File: config.mk
export PLATFORM = sky130hd
export DESIGN_NAME = lpm_power_pins
export DESIGN_NICKNAME = d
export VERILOG_FILES = /design/src/design/lpm_pkg.sv /design/src/design/lpm_power_pins.sv
export SDC_FILE = /design/constraint.sdc
export NUM_CORES = 1
export LEC_CHECK = 0
export BUFFER_PORTS_ARGS = -buffer_cell sky130_fd_sc_hd__buf_2
export CAP_MARGIN = 20
export CORE_UTILIZATION = 35
export CTS_CLUSTER_SIZE = 20
export DETAILED_ROUTE_END_ITERATION = 8
export GPL_TIMING_DRIVEN = 0
export PLACE_DENSITY = 0.67
export SYNTH_ARGS = -nofsm -noshare
export SYNTH_HDL_FRONTEND = slang
export SYNTH_SLANG_ARGS = --single-unit
File: constraint.sdc
create_clock -name clk_i -period 1.9 [get_ports clk_i]
set_clock_uncertainty 0.1 [all_clocks]
set_input_delay 0.38 -clock clk_i [delete_from_list [all_inputs] [get_ports clk_i]]
set_output_delay 0.38 -clock clk_i [all_outputs]
set_load 0.05 [all_outputs]
File: src/design/lpm_pkg.sv
package lpm_pkg;

  // Machine cycle framing in oscillator periods
  localparam int          MC_CLKS       = 12;
  localparam int          RST_MCYC      = 2;
  localparam logic [3:0]  PH_FIRST      = 4'h0;
  localparam logic [3:0]  PH_LAST       = 4'(MC_CLKS - 1);

  // Reset pin must be held this many oscillator periods
  localparam logic [4:0]  RST_QUAL_CLKS = 5'(MC_CLKS * RST_MCYC);

  // Address latch pulses: two per machine cycle
  localparam logic [3:0]  ALE1_ON       = 4'h0;
  localparam logic [3:0]  ALE2_ON       = 4'h6;
  localparam logic [3:0]  ALE_LEN       = 4'h2;
  localparam logic [3:0]  ADDR_LEN      = 4'h3;

  // Program fetch strobe windows (low active)
  localparam logic [3:0]  PF1_ON        = 4'h3;
  localparam logic [3:0]  PF1_OFF       = 4'h6;
  localparam logic [3:0]  PF2_ON        = 4'h9;

  // External data read and write strobe window
  localparam logic [3:0]  XS_ON         = 4'h3;
  localparam logic [3:0]  XS_OFF        = 4'hB;

  // Highest internal code address
  localparam logic [15:0] INT_CODE_TOP  = 16'h0FFF;

  // Values after reset
  localparam logic [7:0]  PORT_RST      = 8'hFF;

  typedef enum logic [1:0] {
    LPM_RUN   = 2'b00,
    LPM_IDLE  = 2'b01,
    LPM_PDOWN = 2'b10
  } lpm_mode_type;

endpackage

File: src/design/lpm_power_pins.sv
`timescale 1ns/1ns
// Notes on behaviour
// - Idle stops the core; RAM, timers, serial port and interrupts keep running.
// - The Idle request instruction is the last one done before Idle.
// - Idle keeps core state, internal RAM and all special registers unchanged.
// - Any enabled interrupt ends Idle; core vectors to its handler and resumes.
// - Hardware reset during Idle ends it and restarts like power-on.
// - Power Down stops the oscillator; its request instruction is the last.
// - Power Down keeps internal RAM and special registers until exit.
// - Only hardware reset leaves Power Down; it resets registers, not RAM.
// - Reset pin high two machine cycles with oscillator running resets device.
// - Idle holds both strobes at 1, Power Down at 0; port 0 floats externally.
// - Port 0 as a general port is open drain; written 1 floats.
// - During external accesses port 0 multiplexes low address and data, strong 1s.
// - Ports 1, 2, 3 written 1 are weakly pulled high and act as inputs.
// - Port 2 drives high address on external fetches and wide pointer moves.
// - Index register moves put the high port latch on port 2.
// - Port 3 bits carry serial, interrupt, timer and data strobe functions.
// - An address latch pulse marks the low address byte of each access.
// - Address latch runs at one sixth oscillator; one pulse skipped per data move.
// - External code: fetch strobe twice per cycle, two skipped per data move.
// - Fetch strobe stays inactive while code comes from internal memory.
// - Fetch select low forces external code; high uses internal up to 0FFFH.
module lpm_power_pins
  import lpm_pkg::*;
(
  input  wire logic        clk_i,
  input  wire logic        rst_n_i,
  input  wire logic        reset_pin_i,
  input  wire logic        idle_req_i,
  input  wire logic        pdown_req_i,
  input  wire logic        irq_wake_i,
  input  wire logic        external_fetch_select_i,
  input  wire logic [15:0] pc_i,
  input  wire logic        xmove_req_i,
  input  wire logic        xmove_wide_i,
  input  wire logic        xmove_write_i,
  input  wire logic [15:0] xmove_addr_i,
  input  wire logic [7:0]  xmove_wdata_i,
  input  wire logic [7:0]  p0_latch_i,
  input  wire logic [7:0]  p1_latch_i,
  input  wire logic [7:0]  high_port_latch_i,
  input  wire logic [7:0]  p3_latch_i,
  input  wire logic        serial_out_i,
  input  wire logic [7:0]  p3_pin_i,
  output logic             core_run_o,
  output logic             periph_run_o,
  output logic             osc_run_o,
  output logic             sfr_reset_o,
  output logic             irq_vector_o,
  output logic             ale_o,
  output logic             program_fetch_strobe_n_o,
  output logic [7:0]       p0_o,
  output logic [7:0]       p0_oe_o,
  output logic [7:0]       p1_o,
  output logic [7:0]       p1_oe_o,
  output logic [7:0]       p2_o,
  output logic [7:0]       p2_oe_o,
  output logic [7:0]       p3_o,
  output logic [7:0]       p3_oe_o,
  output logic             serial_in_o,
  output logic             external_irq_zero_o,
  output logic             external_irq_one_o,
  output logic             timer_zero_count_input_o,
  output logic             timer_one_count_input_o
);

  lpm_mode_type mode;
  lpm_mode_type next_mode;
  logic [3:0]   ph;
  logic [4:0]   rst_cnt;
  logic         ext_cyc;
  logic         data_cyc;
  logic         x_wide;
  logic         x_write;
  logic [15:0]  x_addr;
  logic [7:0]   x_wdata;
  logic [15:0]  fetch_addr;

  // Open-drain style general port: drive low only where the latch holds 0
  function automatic logic [7:0] gp_oe(input logic [7:0] latch);
    gp_oe = ~latch;
  endfunction

  // Decoding of mode and phase
  wire run       = (mode == LPM_RUN);
  wire idle      = (mode == LPM_IDLE);
  wire pdown     = (mode == LPM_PDOWN);
  wire rst_hit   = reset_pin_i && (rst_cnt == RST_QUAL_CLKS);
  wire ph_end    = osc_run_o && (ph == PH_LAST);
  wire code_ext  = !external_fetch_select_i || (pc_i > INT_CODE_TOP);
  wire ale1_win  = (ph >= ALE1_ON) && (ph < ALE1_ON + ALE_LEN);
  wire ale2_win  = (ph >= ALE2_ON) && (ph < ALE2_ON + ALE_LEN);
  wire ale_win   = ale1_win || (ale2_win && !data_cyc);
  wire pf_win    = !data_cyc && (((ph >= PF1_ON) && (ph < PF1_OFF)) || (ph >= PF2_ON));
  wire xs_win    = data_cyc && (ph >= XS_ON) && (ph < XS_OFF);
  wire addr_win  = (ph < ADDR_LEN) || (!data_cyc && (ph >= ALE2_ON) && (ph < ALE2_ON + ADDR_LEN));
  wire bus_on    = run && (ext_cyc || data_cyc);
  wire rd_act    = run && xs_win && !x_write;
  wire wr_act    = run && xs_win && x_write;

  // Mode transitions; reset overrides both low power modes
  always_comb begin
    next_mode = mode;
    if (rst_hit) begin
      next_mode = LPM_RUN;
    end else begin
      case (mode)
        LPM_RUN: begin
          if (pdown_req_i) begin
            next_mode = LPM_PDOWN;
          end else if (idle_req_i) begin
            next_mode = LPM_IDLE;
          end
        end
        LPM_IDLE: begin
          if (irq_wake_i) begin
            next_mode = LPM_RUN;
          end
        end
        LPM_PDOWN: next_mode = LPM_PDOWN;
        default:   next_mode = LPM_RUN;
      endcase
    end
  end

  // Strobe levels per mode
  wire next_ale  = idle ? 1'h1 : (pdown ? 1'h0 : ale_win);
  wire next_pf_n = idle ? 1'h1 : (pdown ? 1'h0 : !(ext_cyc && pf_win));

  // Port 0: multiplexed bus, float in low power with external code, else open drain
  wire [7:0] bus_lo  = data_cyc ? x_addr[7:0] : fetch_addr[7:0];
  wire       p0_wr   = data_cyc && x_write && (ph >= XS_ON);
  wire [7:0] next_p0 = bus_on ? (addr_win ? bus_lo : (p0_wr ? x_wdata : 8'h00)) : 8'h00;
  wire [7:0] next_p0_oe = bus_on ? ((addr_win || p0_wr) ? 8'hFF : 8'h00)
                        : (ext_cyc ? 8'h00 : gp_oe(p0_latch_i));

  // Port 2: high address with strong ones, else latch with weak pullups
  wire       p2_addr    = (bus_on && (!data_cyc || x_wide)) || (idle && ext_cyc);
  wire [7:0] next_p2    = p2_addr ? ((data_cyc && run) ? x_addr[15:8] : fetch_addr[15:8]) : 8'h00;
  wire [7:0] next_p2_oe = p2_addr ? 8'hFF : gp_oe(high_port_latch_i);

  // Port 3: serial output and data strobes pull the pin low over the latch
  wire [7:0] p3_eff = p3_latch_i & {!rd_act, !wr_act, 4'hF, serial_out_i, 1'h1};

  // Machine cycle phase; frozen while the oscillator is stopped
  always_ff @(posedge clk_i) begin
    if (!rst_n_i) begin
      ph <= PH_FIRST;
    end else if (osc_run_o) begin
      ph <= ph_end ? PH_FIRST : ph + 4'h1;
    end
  end

  // Reset pin qualification counts only with the oscillator running
  always_ff @(posedge clk_i) begin
    if (!rst_n_i || !reset_pin_i) begin
      rst_cnt <= 5'h00;
    end else if (osc_run_o && (rst_cnt != RST_QUAL_CLKS)) begin
      rst_cnt <= rst_cnt + 5'h01;
    end
  end

  // Cycle kind and bus addresses captured at each machine cycle boundary in run mode
  always_ff @(posedge clk_i) begin
    if (!rst_n_i) begin
      ext_cyc    <= 1'h0;
      data_cyc   <= 1'h0;
      x_wide     <= 1'h0;
      x_write    <= 1'h0;
      x_addr     <= 16'h0000;
      x_wdata    <= 8'h00;
      fetch_addr <= 16'h0000;
    end else if (ph_end && run) begin
      ext_cyc    <= code_ext;
      data_cyc   <= xmove_req_i;
      x_wide     <= xmove_wide_i;
      x_write    <= xmove_write_i;
      x_addr     <= xmove_addr_i;
      x_wdata    <= xmove_wdata_i;
      fetch_addr <= pc_i;
    end
  end

  // Mode and power control outputs
  always_ff @(posedge clk_i) begin
    if (!rst_n_i) begin
      mode         <= LPM_RUN;
      core_run_o   <= 1'h1;
      periph_run_o <= 1'h1;
      osc_run_o    <= 1'h1;
      sfr_reset_o  <= 1'h1;
      irq_vector_o <= 1'h0;
    end else begin
      mode         <= next_mode;
      core_run_o   <= (next_mode == LPM_RUN);
      periph_run_o <= (next_mode != LPM_PDOWN);
      osc_run_o    <= (next_mode != LPM_PDOWN) || reset_pin_i;
      sfr_reset_o  <= rst_hit;
      irq_vector_o <= idle && irq_wake_i && !rst_hit;
    end
  end

  // Bus strobes and port drivers
  always_ff @(posedge clk_i) begin
    if (!rst_n_i) begin
      ale_o                    <= 1'h0;
      program_fetch_strobe_n_o <= 1'h1;
      p0_o                     <= 8'h00;
      p0_oe_o                  <= 8'h00;
      p1_o                     <= 8'h00;
      p1_oe_o                  <= 8'h00;
      p2_o                     <= 8'h00;
      p2_oe_o                  <= 8'h00;
      p3_o                     <= 8'h00;
      p3_oe_o                  <= 8'h00;
    end else begin
      ale_o                    <= next_ale;
      program_fetch_strobe_n_o <= next_pf_n;
      p0_o                     <= next_p0;
      p0_oe_o                  <= next_p0_oe;
      p1_o                     <= 8'h00;
      p1_oe_o                  <= gp_oe(p1_latch_i);
      p2_o                     <= next_p2;
      p2_oe_o                  <= next_p2_oe;
      p3_o                     <= 8'h00;
      p3_oe_o                  <= gp_oe(p3_eff);
    end
  end

  // Port 3 alternate inputs handed to the peripherals
  always_ff @(posedge clk_i) begin
    if (!rst_n_i) begin
      serial_in_o              <= 1'h1;
      external_irq_zero_o      <= 1'h1;
      external_irq_one_o       <= 1'h1;
      timer_zero_count_input_o <= 1'h1;
      timer_one_count_input_o  <= 1'h1;
    end else begin
      serial_in_o              <= p3_pin_i[0];
      external_irq_zero_o      <= p3_pin_i[2];
      external_irq_one_o       <= p3_pin_i[3];
      timer_zero_count_input_o <= p3_pin_i[4];
      timer_one_count_input_o  <= p3_pin_i[5];
    end
  end
endmodule

==> reports/results.ini <==
[sta]
period_share = 0.927
postLayoutSetupSlackWorst_ns = 0.138
timing.fmax_mhz = 568
rsz0062_at_grt = false
worst_slew_pin_slew_ns = 0.604
layout_min_cycle_time_ns = 1.76
drv_slew = 0
tns_ns = 0
hold_violations = 0
setup_viol = 0
maxSlewHeadroom = 0.597

[pwr]
max-vdd-ir-drop_mv = 0.511
power_density_mw_per_mm2 = 1060
finalPower_w = 0.00652
p_leak_nw = 2.58

[place]
place.gp.congestion = 0.827
place_inst = 802
pre_cts_slack_ns = -0.239
dpl-instance-area_mm2 = 0.00549
dp_hpwl_um = 8790
portBuffers = 146

[global_route]
grt_max_degree = 17
antenna_found_initial = 0
grt_pass1_vias = 3892
grt_usage = 0.185
overflow = 0
grt_pass1_wl_um = 18500

[yosys]
ys.warnings.count = 0
synthFlopType = dfxtp_1
netlist_area_mm2 = 0.00449
yosysUniqueCellTypes = 47
synth-seq-area-share = 0.513
syn_inst = 469
synth_seq_cells = 115
syn_avg_cell_area_um2 = 9.58
synth_edf_count = 0
async_flop_share = 0

[floorplan]
core-area_mm2 = 0.0126
die_area_mm2 = 0.0133
io_pins = 167
die_h_um = 115
start_util = 0.357
die_x_um = 115
fp-row-count = 41

[worst_setup_path]
r2r-start = mode[1]
crit_buf_inv = 2
r2r_cells = 5
startpoint = mode[1]
slowest_stage = nor3_2
regToRegSetupSlack_ns = 0.14
required_ns = 2.14
worstSetupPathType = reg -> reg
slowest_delay_ns = 0.49
crit_top_cell = buf_6
worstPathArrival_ns = 2.01
crit_path_max_fanout = 10
worst-path-stages = 5
reg2reg_to = p0_o[1]
crit_path_end_kind = flip-flop
critical_path.cell_chain = buf_6 > or2_4 > buf_6 > nor3_2 > a32o_1
cp-endpoint = p0_o[1]
critical_path.top_delay_family = simple AND/OR/NAND/NOR gates
startpoint_type = flip-flop

[clocking]
cts_max_level = 4
cts_buffers = 17
clk_latency_ns = 0.41
clk_pin_slew_ns = 0.05
cts.sinks = 115
clk_path_buf_depth = 2
cts_tree = built
cts-root-buf = clkbuf_16

[finish]
instances_no_fill = 836
n_fill_cell = 1175
fin_area_mm2 = 0.00615
syn_to_final_growth_pct = 37.0
antenna_cells = 0
seqCellArea_mm2 = 0.00230
final_common_cell = buf_2
multi_input_area_mm2 = 0.00192
layout_common_cells = buf_2 (161), dfxtp_1 (113), a21oi_1 (54)
drive_gt1_frac = 0.364
nNetsFinal = 747

[run]
drv_cap = 0

[drt]
drc_errors = 0
num_vias = 4104
wl_um = 12000
drtPass1Iterations = 5
vias_per_cell = 4.91
drt_iter0_drc = 231
wire_per_inst_um = 14.4
ant_nets = 0

[min_path]
hp-class = in -> reg
min_from = p1_latch_i[7]

[status]
status = finished, final reports clean

[flip-flops by register name, summed over array words and instances (netlist names), 2 cells and up]
register    flops
mode            2
fetch_addr     16
ph              4
p1_oe_o         8
p3_oe_o         8
x_wdata         8
p0_oe_o         8
x_addr         16
rst_cnt         5
p0_o            8
p2_o            8
p2_oe_o         8
[power breakdown]
part	internal (W)	switching, W	total [W]
registers	0.00248	0.0000293	0.00251
logic	0.000216	0.000500	0.000716
clock network	0.00219	0.00110	0.00329
total	0.00489	0.00163	0.00652
[layer usage]
metal / vias up / share of wire / track usage
met4: 0 / 0.023 / 0.0952
met5: - / 0 / 0
met3: 24 / 0.068 / 0.0480
met2: 184 / 0.48 / 0.316
li1: 2023 / - / -
met1: 1873 / 0.43 / 0.214
[final cells by class]
class,instances,area share
sequential,115,0.375
tap,172,0.0350
multi-input combinational,304,0.313
buffer,56,0.0508
clock buffer,19,0.0704
clock inverter,13,0.0299
timing repair buffer,148,0.121
inverter,9,0.00549
[per-stage QoR]
step | hold WS (ns) | util
3_5_place_dp | 0.365 | 0.437
5_1_grt | 0.00981 | 0.490
2_1_floorplan | 0.336 | -
4_1_cts | 0.00394 | 0.488
3_3_place_gp | 0.361 | 0.437
6_report | 0.0180 | 0.490
[cell families after synthesis]
group / count (synthesis) / share of synthesized area
adder cells (fa/ha/maj): 5 / 0.0139
multiplexers: 19 / 0.0446
AND/OR/NAND/NOR: 125 / 0.159
XOR/XNOR: 2 / 0.00390
other: 1 / 0.000835
buffers and inverters: 65 / 0.0769
flip-flops: 115 / 0.513
AO/OA/AOI/OAI: 137 / 0.189
[what timing repair did]
action,4_1_cts,5_1_grt
pin swaps,1,0
hold buffers,0,0
buffers inserted,2,0
resized for setup,1,7
endpoints found under the setup margin,40,67
[how the worst min path moves through the flow]
| stage | end | cells after the start |
|---|---|---|
| after CTS | p1_oe_o[7] | 2 |
| after global placement | x_wide | 2 |
| after detailed placement | fetch_addr[5] | 2 |
| after global routing | p1_oe_o[5] | 2 |
| after floorplan | p0_o[0] | 1 |
| final | p1_oe_o[7] | 2 |
[synth_stat cells (4+ instances only)]
cell | number | share of area
dfxtp_1 | 115 | 0.51
a21oi_1 | 54 | 0.060
o21ai_0 | 49 | 0.055
nand3_1 | 46 | 0.051
nor2_1 | 21 | 0.018
clkbuf_1 | 18 | 0.015
buf_4 | 16 | 0.027
buf_2 | 15 | 0.017
nor3_1 | 13 | 0.014
nand2b_1 | 12 | 0.017
mux2i_1 | 11 | 0.025
o22ai_1 | 9 | 0.013
a32o_1 | 8 | 0.018
inv_1 | 8 | 0.0067
mux2_2 | 8 | 0.020
o22ai_2 | 8 | 0.022
ha_1 | 5 | 0.014
buf_1 | 4 | 0.0033
nand2_1 | 4 | 0.0033
nand4b_1 | 4 | 0.0078
or3_1 | 4 | 0.0056
Power figures use the tool's default switching activity.
